`config.mk`:
```
export PLATFORM = sky130hd
export DESIGN_NAME = dle_status_encoder
export DESIGN_NICKNAME = d
export VERILOG_FILES = /design/src/shared/dle_pkg.sv /design/src/core/dle_status_encoder.sv /design/src/core/dle_pulse_train.sv
export SDC_FILE = /design/constraint.sdc
export NUM_CORES = 1
export LEC_CHECK = 0
export ABC_AREA = 0
export BUFFER_PORTS_ARGS = -buffer_cell sky130_fd_sc_hd__buf_2
export CAP_MARGIN = 20
export CORE_UTILIZATION = 60
export DETAILED_ROUTE_END_ITERATION = 16
export GPL_ROUTABILITY_DRIVEN = 0
export PLACE_DENSITY = 0.85
export RECOVER_POWER = 100
export SLEW_MARGIN = 20
export SYNTH_ARGS = -nofsm -noshare
export SYNTH_HDL_FRONTEND = slang
export SYNTH_SLANG_ARGS = --single-unit
```
`constraint.sdc`:
```
create_clock -name clk -period 8.2 [get_ports clk]
set_input_delay 0.82 -clock clk [delete_from_list [all_inputs] [get_ports clk]]
set_output_delay 0.82 -clock clk [all_outputs]
set_load 0.03 [all_outputs]
```
`src/shared/dle_pkg.sv`:
```
`default_nettype none
package dle_pkg;
   // ****************************************************************
   // Timing
   // ****************************************************************
   localparam int CLK_PERIOD_NS = 20;
   localparam int FAST_HALF_NS = 50_000_000;
   localparam int SLOW_HALF_NS = 250_000_000;
   // Half periods round down so a flash is never slower than asked
   localparam int FAST_HALF_CYC = FAST_HALF_NS / CLK_PERIOD_NS;
   localparam int SLOW_HALF_CYC = SLOW_HALF_NS / CLK_PERIOD_NS;
   localparam int PRESCALE_W = 24;
   localparam int COUNT_W = 8;
   localparam int HALF_W = COUNT_W + 1;

   // ****************************************************************
   // Flash sequence lengths, in half periods
   // ****************************************************************
   localparam logic [HALF_W-1:0] PRE_HALVES = 9'h008;
   localparam logic [HALF_W-1:0] GAP_HALVES = 9'h004;
   localparam logic [HALF_W-1:0] PAUSE_HALVES = 9'h008;

   // ****************************************************************
   // Terminal bus error codes and arguments
   // ****************************************************************
   localparam logic [4:0] ERR_EMC = 5'h00;
   localparam logic [4:0] ERR_CONFIG = 5'h01;
   localparam logic [4:0] ERR_COMMAND = 5'h03;
   localparam logic [4:0] ERR_BREAK = 5'h04;
   localparam logic [4:0] ERR_REG_COMM = 5'h05;
   localparam logic [4:0] ERR_INTERNAL = 5'h06;
   localparam logic [4:0] ERR_CYCLE = 5'h07;
   localparam logic [4:0] ERR_PROGRAM = 5'h09;
   localparam logic [4:0] ERR_MISMATCH = 5'h0A;
   localparam logic [4:0] ERR_FORMAT = 5'h0E;
   localparam logic [4:0] ERR_COUNT = 5'h0F;
   localparam logic [4:0] ERR_LENGTH = 5'h10;
   localparam logic [COUNT_W-1:0] ARG_ZERO = 8'h00;
   localparam logic [COUNT_W-1:0] ARG_ONE = 8'h01;
   localparam logic [COUNT_W-1:0] ARG_TWO = 8'h02;

   // ****************************************************************
   // Fieldbus slow flash counts after the fast preamble
   // ****************************************************************
   localparam logic [COUNT_W-1:0] DIAG_GUARD = 8'h01;
   localparam logic [COUNT_W-1:0] DIAG_SYNC = 8'h02;
   localparam logic [COUNT_W-1:0] DIAG_EVENT = 8'h03;

   typedef enum logic [1:0] {
      NMT_STOPPED = 2'h0,
      NMT_PREOP = 2'h1,
      NMT_OPERATIONAL = 2'h2
   } dle_nmt_t;

   typedef enum logic [2:0] {
      SEQ_IDLE = 3'h0,
      SEQ_PRE = 3'h1,
      SEQ_FIRST = 3'h3,
      SEQ_GAP = 3'h2,
      SEQ_SECOND = 3'h6,
      SEQ_PAUSE = 3'h7
   } dle_seq_t;
endpackage : dle_pkg
`default_nettype wire

```
`src/core/dle_status_encoder.sv`:
```
`timescale 1ns/1ps
`default_nettype none
module dle_status_encoder
   import dle_pkg::*;
#(
   parameter int FAST_CYC = FAST_HALF_CYC, // Fast half period in cycles
   parameter int SLOW_CYC = SLOW_HALF_CYC // Slow half period in cycles
) (
   input wire logic clk, // System clock
   input wire logic reset, // Asynchronous reset
   input wire logic kbus_active, // Terminal bus cycles running
   input wire logic emc_fault, // Disturbance on terminal bus
   input wire logic nv_checksum_fault, // Stored configuration bad
   input wire logic code_overflow, // Too many table entries
   input wire logic unknown_type, // Unknown data type
   input wire logic command_fault, // Terminal bus command failed
   input wire logic chain_break, // Terminal chain broken
   input wire logic [COUNT_W-1:0] break_pos, // Terminal before break
   input wire logic reg_comm_fault, // Register access failed
   input wire logic [COUNT_W-1:0] reg_term, // Terminal of failed access
   input wire logic init_fault, // Initialisation failed
   input wire logic internal_fault, // Internal data error
   input wire logic switch_changed, // Address switches moved
   input wire logic cycle_overrun, // Cycle time exceeded
   input wire logic program_fault, // Program flash checksum bad
   input wire logic library_fault, // Faulty library
   input wire logic config_mismatch, // Terminal differs from boot set
   input wire logic [COUNT_W-1:0] mismatch_term, // Differing terminal
   input wire logic format_fault, // Terminal reports wrong format
   input wire logic [COUNT_W-1:0] format_term, // Terminal with bad format
   input wire logic count_fault, // Terminal count changed
   input wire logic [COUNT_W-1:0] count_found, // Terminals detected
   input wire logic length_fault, // Process data length changed
   input wire logic [COUNT_W-1:0] length_found, // Length detected
   input wire logic fb_baud_search, // Searching for baud rate
   input wire logic fb_bus_off, // Controller is bus-off
   input wire logic fb_warning, // Error counters at warning level
   input wire dle_nmt_t fb_nmt_state, // Network state
   input wire logic fb_guard_err, // Guarding error
   input wire logic fb_sync_err, // Sync error
   input wire logic fb_event_timeout, // Event timeout
   output logic kbus_run_lamp, // Terminal bus run lamp
   output logic kbus_err_lamp, // Terminal bus error lamp
   output logic fieldbus_run_lamp, // Fieldbus run lamp
   output logic fieldbus_fault_lamp, // Fieldbus fault lamp
   output logic fieldbus_diag_lamp // Fieldbus diagnostic lamp
);
   // ****************************************************************
   // Parameter check
   // ****************************************************************
   if (FAST_CYC < 2 || SLOW_CYC < FAST_CYC ||
       SLOW_CYC >= (1 << PRESCALE_W)) begin : g_bad_period
      $error("dle_status_encoder: flash periods out of range");
   end

   function automatic logic [PRESCALE_W-1:0] wrap_next(
      input logic [PRESCALE_W-1:0] cnt,
      input int lim
   );
      logic [PRESCALE_W-1:0] top;
      top = PRESCALE_W'(lim - 1);
      wrap_next = (cnt == top) ? '0 : cnt + 1'b1;
   endfunction : wrap_next

   // ****************************************************************
   // Flash timebase
   // ****************************************************************
   logic [PRESCALE_W-1:0] fast_cnt_r, slow_cnt_r;
   logic fast_tick_r, slow_tick_r, slow_phase_r;
   wire fast_wrap_w;
   wire slow_wrap_w;

   assign fast_wrap_w = (wrap_next(fast_cnt_r, FAST_CYC) == '0);
   assign slow_wrap_w = (wrap_next(slow_cnt_r, SLOW_CYC) == '0);

   always_ff @(posedge clk or posedge reset) begin
      if (reset) begin
         fast_cnt_r <= '0;
         slow_cnt_r <= '0;
         fast_tick_r <= 1'b0;
         slow_tick_r <= 1'b0;
      end else begin
         fast_cnt_r <= wrap_next(fast_cnt_r, FAST_CYC);
         slow_cnt_r <= wrap_next(slow_cnt_r, SLOW_CYC);
         fast_tick_r <= fast_wrap_w;
         slow_tick_r <= slow_wrap_w;
      end
   end

   // Square wave for the bus-off flash
   always_ff @(posedge clk or posedge reset) begin
      if (reset) begin
         slow_phase_r <= 1'b0;
      end else if (slow_tick_r) begin
         slow_phase_r <= ~slow_phase_r;
      end
   end

   // ****************************************************************
   // Terminal bus error selection
   // ****************************************************************
   logic overrun_r;
   logic err_any_r;
   logic [4:0] err_code_r;
   logic [COUNT_W-1:0] err_arg_r;
   wire err_any_w;
   wire [4+COUNT_W:0] err_sel_w;
   wire err_lamp_w;
   wire err_busy_w;

   // Overrun holds until reset, the only reboot this logic sees
   always_ff @(posedge clk or posedge reset) begin
      if (reset) begin
         overrun_r <= 1'b0;
      end else if (cycle_overrun) begin
         overrun_r <= 1'b1;
      end
   end

   assign err_any_w = emc_fault | nv_checksum_fault | code_overflow | unknown_type |
                      command_fault | chain_break | reg_comm_fault | init_fault |
                      internal_fault | switch_changed | overrun_r | program_fault |
                      library_fault | config_mismatch | format_fault | count_fault |
                      length_fault;

   // Lowest code wins when several faults stand together
   assign err_sel_w =
      emc_fault ? {ERR_EMC, ARG_ZERO} :
      nv_checksum_fault ? {ERR_CONFIG, ARG_ZERO} :
      code_overflow ? {ERR_CONFIG, ARG_ONE} :
      unknown_type ? {ERR_CONFIG, ARG_TWO} :
      command_fault ? {ERR_COMMAND, ARG_ZERO} :
      chain_break ? {ERR_BREAK, break_pos} :
      reg_comm_fault ? {ERR_REG_COMM, reg_term} :
      init_fault ? {ERR_INTERNAL, ARG_ZERO} :
      internal_fault ? {ERR_INTERNAL, ARG_ONE} :
      switch_changed ? {ERR_INTERNAL, ARG_TWO} :
      overrun_r ? {ERR_CYCLE, ARG_ZERO} :
      program_fault ? {ERR_PROGRAM, ARG_ZERO} :
      library_fault ? {ERR_PROGRAM, ARG_ONE} :
      config_mismatch ? {ERR_MISMATCH, mismatch_term} :
      format_fault ? {ERR_FORMAT, format_term} :
      count_fault ? {ERR_COUNT, count_found} :
      length_fault ? {ERR_LENGTH, length_found} :
      {ERR_EMC, ARG_ZERO};

   always_ff @(posedge clk or posedge reset) begin
      if (reset) begin
         err_any_r <= 1'b0;
         err_code_r <= '0;
         err_arg_r <= '0;
      end else begin
         err_any_r <= err_any_w;
         err_code_r <= err_sel_w[4+COUNT_W:COUNT_W];
         err_arg_r <= err_sel_w[COUNT_W-1:0];
      end
   end

   dle_pulse_train u_err_train (
      .clk(clk),
      .reset(reset),
      .fast_tick(fast_tick_r),
      .slow_tick(slow_tick_r),
      .enable(err_any_r),
      .count_a({3'h0, err_code_r}),
      .count_b(err_arg_r),
      .lamp(err_lamp_w),
      .busy(err_busy_w)
   );

   // ****************************************************************
   // Fieldbus decode
   // ****************************************************************
   wire fb_err_w;
   wire fb_quiet_w;
   wire fb_run_w;
   wire fb_fault_w;
   wire fb_diag_w;
   wire diag_lamp_w;
   wire [COUNT_W-1:0] diag_count_w;

   assign fb_err_w = fb_guard_err | fb_sync_err | fb_event_timeout;
   assign fb_quiet_w = fb_baud_search | fb_bus_off | fb_warning;
   assign diag_count_w = fb_guard_err ? DIAG_GUARD :
                         fb_sync_err ? DIAG_SYNC : DIAG_EVENT;
   assign fb_run_w = !fb_quiet_w;
   assign fb_fault_w = fb_baud_search ? 1'b0 :
                       fb_bus_off ? slow_phase_r :
                       fb_warning ? 1'b1 :
                       fb_err_w ? 1'b1 :
                       (fb_nmt_state != NMT_OPERATIONAL);
   assign fb_diag_w = (fb_baud_search | fb_bus_off) ? 1'b0 :
                      fb_warning ? 1'b1 :
                      fb_err_w ? diag_lamp_w : 1'b0;

   dle_pulse_train u_diag_train (
      .clk(clk),
      .reset(reset),
      .fast_tick(fast_tick_r),
      .slow_tick(slow_tick_r),
      .enable(fb_err_w && !fb_quiet_w),
      .count_a(diag_count_w),
      .count_b(ARG_ZERO),
      .lamp(diag_lamp_w),
      .busy()
   );

   // ****************************************************************
   // Lamp registers
   // ****************************************************************
   logic kbus_run_r, kbus_err_r, fb_run_r, fb_fault_r, fb_diag_r;

   always_ff @(posedge clk or posedge reset) begin
      if (reset) begin
         kbus_run_r <= 1'b0;
         kbus_err_r <= 1'b0;
         fb_run_r <= 1'b0;
         fb_fault_r <= 1'b0;
         fb_diag_r <= 1'b0;
      end else begin
         kbus_run_r <= kbus_active;
         kbus_err_r <= err_lamp_w;
         fb_run_r <= fb_run_w;
         fb_fault_r <= fb_fault_w;
         fb_diag_r <= fb_diag_w;
      end
   end

   assign kbus_run_lamp = kbus_run_r;
   assign kbus_err_lamp = kbus_err_r;
   assign fieldbus_run_lamp = fb_run_r;
   assign fieldbus_fault_lamp = fb_fault_r;
   assign fieldbus_diag_lamp = fb_diag_r;
endmodule : dle_status_encoder
`default_nettype wire

```
`src/core/dle_pulse_train.sv`:
```
`timescale 1ns/1ps
`default_nettype none
module dle_pulse_train
   import dle_pkg::*;
(
   input wire logic clk, // System clock
   input wire logic reset, // Asynchronous reset
   input wire logic fast_tick, // Fast half period pulse
   input wire logic slow_tick, // Slow half period pulse
   input wire logic enable, // Condition to present
   input wire logic [COUNT_W-1:0] count_a, // First slow pulse count
   input wire logic [COUNT_W-1:0] count_b, // Second slow pulse count
   output logic lamp, // Lamp drive
   output logic busy // Sequence in progress
);
   dle_seq_t state_r, state_nxt;
   logic [HALF_W-1:0] half_r, half_nxt;
   logic lamp_r, lamp_nxt;
   logic [COUNT_W-1:0] a_r, b_r;
   wire tick_w;
   wire adv_w;
   wire pulsing_w;
   wire load_w;
   wire [HALF_W-1:0] target_w;

   // ****************************************************************
   // Step decode
   // ****************************************************************
   assign tick_w = (state_r == SEQ_PRE) ? fast_tick : slow_tick;
   assign target_w = (state_r == SEQ_PRE) ? PRE_HALVES :
                     (state_r == SEQ_FIRST) ? {a_r, 1'b0} :
                     (state_r == SEQ_SECOND) ? {b_r, 1'b0} :
                     (state_r == SEQ_GAP) ? GAP_HALVES : PAUSE_HALVES;
   assign adv_w = tick_w && (half_r == target_w) && (state_r != SEQ_IDLE);
   assign pulsing_w = (state_r == SEQ_PRE) || (state_r == SEQ_FIRST) ||
                      (state_r == SEQ_SECOND);
   // Counts are frozen for a whole round so a change never garbles it
   assign load_w = enable && ((state_r == SEQ_IDLE) ||
                              (state_r == SEQ_PAUSE && adv_w));

   always_comb begin
      state_nxt = state_r;
      half_nxt = half_r;
      lamp_nxt = lamp_r;
      case (state_r)
         SEQ_IDLE: begin
            half_nxt = '0;
            lamp_nxt = 1'b0;
            if (enable) begin
               state_nxt = SEQ_PRE;
            end
         end
         SEQ_PRE, SEQ_FIRST, SEQ_GAP, SEQ_SECOND, SEQ_PAUSE: begin
            if (adv_w) begin
               half_nxt = '0;
               lamp_nxt = 1'b0;
               case (state_r)
                  SEQ_PRE: state_nxt = SEQ_FIRST;
                  SEQ_FIRST: state_nxt = SEQ_GAP;
                  SEQ_GAP: state_nxt = SEQ_SECOND;
                  SEQ_SECOND: state_nxt = SEQ_PAUSE;
                  default: state_nxt = enable ? SEQ_PRE : SEQ_IDLE;
               endcase
            end else if (tick_w) begin
               half_nxt = half_r + 1'b1;
               lamp_nxt = pulsing_w ? ~lamp_r : 1'b0;
            end
         end
         default: begin
            state_nxt = SEQ_IDLE;
            half_nxt = '0;
            lamp_nxt = 1'b0;
         end
      endcase
   end

   always_ff @(posedge clk or posedge reset) begin
      if (reset) begin
         state_r <= SEQ_IDLE;
         half_r <= '0;
         lamp_r <= 1'b0;
      end else begin
         state_r <= state_nxt;
         half_r <= half_nxt;
         lamp_r <= lamp_nxt;
      end
   end

   always_ff @(posedge clk or posedge reset) begin
      if (reset) begin
         a_r <= '0;
         b_r <= '0;
      end else if (load_w) begin
         a_r <= count_a;
         b_r <= count_b;
      end
   end

   assign lamp = lamp_r;
   assign busy = (state_r != SEQ_IDLE);
endmodule : dle_pulse_train
`default_nettype wire

```
# Yosys cells after proc, flatten, opt, wreduce, memory -nomap -nowiden
# Cells that the tools add are included.
[totals]
register_bits = 118
input_bits = 76
[op_classes]
add_sub_neg = 4
n_eq_ne = 21
n_mux = 62
bitwise = 23
n_reduce_logical = 26
[op_table]
columns = ["cell", "n"]
rows = [
  ["$mux W13", 17],
  ["$mux W9", 12],
  ["$add A24 B1 Y24 const B", 2],
  ["$logic_not A24 Y1", 2],
  ["$mux W24", 2],
  ["$eq A24 B22 Y1 const B", 1],
  ["$eq A24 B24 Y1 const B", 1],
  ["$pmux W3 S4", 2],
  ["$mux W1", 20],
  ["$or A1 B1 Y1", 20],
  ["$add A9 B1 Y9 const B", 2],
  ["$eq A9 B9 Y1", 2],
  ["$eq A3 B2 Y1 const B", 4],
  ["$eq A3 B3 Y1 const B", 4],
  ["$mux W3", 4],
  ["$pmux W3 S2", 2],
  ["$reduce_or A5 Y1", 2],
  ["$logic_and A1 B1 Y1", 9],
  ["$mux W4", 2],
  ["$eq A3 B1 Y1 const B", 2],
  ["$logic_not A3 Y1", 2],
  ["$logic_or A1 B1 Y1", 6],
  ["$ne A2 B1 Y1 const B", 3],
  ["$ne A3 B1 Y1 const B", 2],
  ["other kinds (6)", 11],
]

# Logic depth before layout (Yosys ltp)
[logic_depth]
word_depth = 17
ltp_mapped = 9

# Cells and area by module
# From an unflattened synthesis, not the netlist that was laid out.
[hier_totals]
hier_cells = 857
hier_area_um2 = 7716.2
[by_module_without_submodules]
columns = ["module", "n_inst", "cells_each", "area_each_um2"]
rows = [
  ["dle_status_encoder", 1, 477, 4245.3],
  ["dle_pulse_train", 2, 190, 1735.4],
]

# Worst setup path before layout
# OpenSTA, ideal clock, no wires.
[synth_path]
path_type = "register to register"
start = "register u_err_train.state_r[2]"
end = "register u_err_train.a_r[0]"
setup_time_ns = 0.125
arrival_ns = 2.085
path_slack_ns = 5.990
path_stages_with_launch = 10
path_buffers = 2
synth_period_minus_slack_ns = 2.210
path_cell_list = "dfrtp_1 > buf_6 > a21oi_1 > or2_0 > and4_1 > a311o_1 > o211ai_4 > a2bb2oi_4 > buf_8 > mux2_4"
[synth_between]
elab_chain_cells = 11
[synth_lines]
columns = ["element", "line_no", "text"]
rows = [
  ["start: declaration", "dle_pulse_train.sv:16", "dle_seq_t state_r, state_nxt;"],
  ["start signal: assignment", "dle_pulse_train.sv:83", "state_r <= state_nxt;"],
  ["$eq A3 B2 Y1", "dle_pulse_train.sv:33", "(state_r == SEQ_GAP) ? GAP_HALVES : PAUSE_HALVES;"],
  ["$mux W4", "dle_pulse_train.sv:33", ""],
  ["$mux W9", "dle_pulse_train.sv:32", "(state_r == SEQ_SECOND) ? {b_r, 1'b0} :"],
  ["$mux W9", "dle_pulse_train.sv:31", "(state_r == SEQ_FIRST) ? {a_r, 1'b0} :"],
  ["$mux W9", "dle_pulse_train.sv:30", "assign target_w = (state_r == SEQ_PRE) ? PRE_HALVES :"],
  ["$eq A9 B9 Y1", "dle_pulse_train.sv:34", "assign adv_w = tick_w && (half_r == target_w) && (state_r != SEQ_IDLE);"],
  ["$logic_and A1 B1 Y1 (2 in series)", "dle_pulse_train.sv:34", ""],
  ["$logic_and A1 B1 Y1", "dle_pulse_train.sv:39", "(state_r == SEQ_PAUSE && adv_w));"],
  ["$logic_or A1 B1 Y1 *", "dle_pulse_train.sv:38", "assign load_w = enable && ((state_r == SEQ_IDLE) ||"],
  ["$logic_and A1 B1 Y1 *", "dle_pulse_train.sv:38", ""],
  ["end signal: assignment", "dle_pulse_train.sv:94", "a_r <= count_a;"],
  ["end: declaration", "dle_pulse_train.sv:19", "logic [COUNT_W-1:0] a_r, b_r;"],
]
# Every way passes the cells marked *; elsewhere a longest branch is shown, timed or not.
# A chain may end at the register's enable or synchronous reset.

# Worst setup path in the final report
# Ends and elaborated chain as after synthesis.

==> flow_summary.toml <==
[synth]
ys_ff_latch = 112
synth_warnings = 0
avgSynthCellArea_um2 = 9.508
synthCells = 658
synth_edf_count = 0
syn_nets = 738
synth_top_flop_cell = "dfrtp_1"
async_reset_ff_frac = 1.000
yosysSeqAreaShare = 0.4480
synthDistinctLibCells = 73
netlist_area_um2 = 6256

[floorplanning]
die_area_um2 = 10840
start_util = 0.6285
die_y_um = 104.1
ios = 81
core_um2 = 9955
core.rowCount = 36
die_w_um = 104.1

[hold_path]
hold_depth = 0
hp-class = "reg2reg"
hold_end = "kbus_err_lamp"
min_from = "u_err_train.lamp"

[grt]
gr-usage-met3 = 0.05201
grt-ovfl-total = 0
grt_max_degree = 78
gr-max-usage-layer = "met2"
grt_usage = 0.2546
grt_pass1_wl_um = 22750
antenna_found_initial = 0
grt_pass1_vias = 5008
met1_usage = 0.3092
met2_usage = 0.4524

[cts]
clkLatencyLatePin_ps = 370
clk_path_buf_depth = 2
cts_tree = "yes"
h-tree-depth = 3
ctsHoldBuffers = 0
cts.repair.resized = 0
numCtsBuffers = 9
cts_root_buffer = "clkbuf_8"
cts_setup_buffers = 0
clock_sinks = 112
cts.clk_slew.worst_paths_ps = 100

[finish]
drive_gt1_frac = 0.1521
mostFrequentLayoutCell = "dfrtp_1"
post-route-util = 0.6795
layout.cells.non_filler = 856
area_growth_pct = 8.120
final_nets = 798
num_antenna_cells = 0
final_cell_mix = "112 x dfrtp_1, 91 x nor2_1, 69 x buf_2"
fill_cells = 776

[critical_path]
crit_buf_inv = 0
crit_path_max_incr_delay_ps = 1230
crit_chain = "nor2b_1 -> a22oi_1 -> and4_1 -> a311o_1 -> o211ai_1 -> a2bb2oi_1 -> mux2_2"
required_ps = 8450
cp.arrival_ps = 4090
endpoint_kind = "flip-flop"
critPathKind = "reg2reg"
crit_family = "compound AO/OA/AOI/OAI gates"
reg2reg_depth = 7
path_max_fanout = 13
r2r-end = "u_err_train.a_r[0]"
start_kind = "flip-flop"
regToRegStartpoint = "u_err_train.state_r[2]"
r2r_setup_slack_ps = 4370
slowest_stage = "a2bb2oi_1"

[route]
wl_per_cell_um = 15.31
routed_via_density = 5.967
wl_um = 13110
dr.first_iter.drc_count = 297
drc = 0
via_count = 5108
antenna_left = 0
first_pass_iters = 5

[status]
status = "finished, violations left"
violations = "capacitance limit, slew limit"

[power]
irDropWorstVdd_mv = 0.1008
finalPower_mw = 0.9199
powerDensity_nw_per_um2 = 136.0
leakagePower_nw = 2.970

[timing]
post-route-period-util = 0.4673
layout_min_cycle_time_ps = 3832
worstMarginPinSlew_ps = 1544
rsz0062_at_grt = "false"
tns_ps = 0
hold_violations = 0
finalSetupViolCount = 0
worst_slack_ps = 4368
max_freq_ghz = 0.2610
skew_ps = 14.72
slew_violations = 51
slew_headroom = -0.03337

[placed_design]
pre_cts_ws_ps = 5487
hpwl_um = 9744
dpl.cell_count = 840
io_buffers = 80

[run]
drv_cap = 2
synth_stat cells (10+ instances only):
library cell  instances  share of area
dfrtp_1             112           0.45
nor2_1               91          0.055
nand2_1              41          0.025
nor3_1               36          0.029
xnor2_1              36          0.050
nand3_1              33          0.026
a21oi_1              31          0.025
xor2_1               30          0.042
clkbuf_1             19          0.011
nand4_1              15          0.015
o21ai_0              14          0.011
inv_1                13         0.0078
buf_2                11         0.0088
nor4_1               11          0.011
a221oi_1             10          0.014
mux2_4               10          0.024
o22ai_1              10          0.010
sequential cells by signal, summed over array words and instances (netlist names), 2 cells and up:
register,flops
fast_cnt_r,24
slow_cnt_r,24
u_diag_train.half_r,9
u_err_train.half_r,9
err_arg_r,8
u_err_train.b_r,8
err_code_r,5
u_err_train.a_r,5
u_diag_train.state_r,3
u_err_train.state_r,3
u_diag_train.a_r,2
metal layers:
metal  wire, µm  part of all wire
met3        655             0.050
met2       6688              0.51
met4        244             0.019
met5          0                 0
met1       5516              0.42
cells by family after synthesis:
kind of cell,after synthesis,synth area share
XOR/XNOR,66,0.09240
multiplexers,22,0.04440
AO/OA/AOI/OAI,111,0.1256
buffers and inverters,47,0.03460
flip-flops,112,0.4480
adder cells (fa/ha/maj),5,0.009600
AND/OR/NAND/NOR,295,0.2454
per-stage QoR:
step	instance area (µm²)	hold WS (ps)
6_report	6764	415.0
5_1_grt	6764	433.1
4_1_cts	6852	418.1
3_5_place_dp	6676	395.7
3_3_place_gp	6676	386.3
2_1_floorplan	6256	375.5
area by class of cell:
cell class | instances | area, µm² | area share
Sequential cell | 112 | 2803 | 0.4144
Timing Repair Buffer | 82 | 397.9 | 0.05882
Multi-Input combinational cell | 499 | 3168 | 0.4684
Clock buffer | 12 | 145.1 | 0.02146
Tap cell | 133 | 166.4 | 0.02460
Clock inverter | 4 | 30.03 | 0.004440
Inverter | 14 | 53.80 | 0.007954
power by group:
group	switching [mW]	internal, mW
Sequential	0.00239	0.558
Clock	0.181	0.120
Combinational	0.0351	0.0237
how the worst max path moves through the flow:
stage	from	to	cells after the start
after CTS	u_err_train.state_r[2]	u_err_train.a_r[1]	7
after floorplan	reset	err_any_r	1
after global routing	u_err_train.state_r[2]	u_err_train.a_r[1]	7
final	u_err_train.state_r[2]	u_err_train.a_r[0]	7
after detailed placement	u_err_train.state_r[0]	u_err_train.a_r[1]	7
after global placement	u_err_train.state_r[0]	u_err_train.a_r[2]	7
No activity file was read; power rests on OpenSTA's default activity.
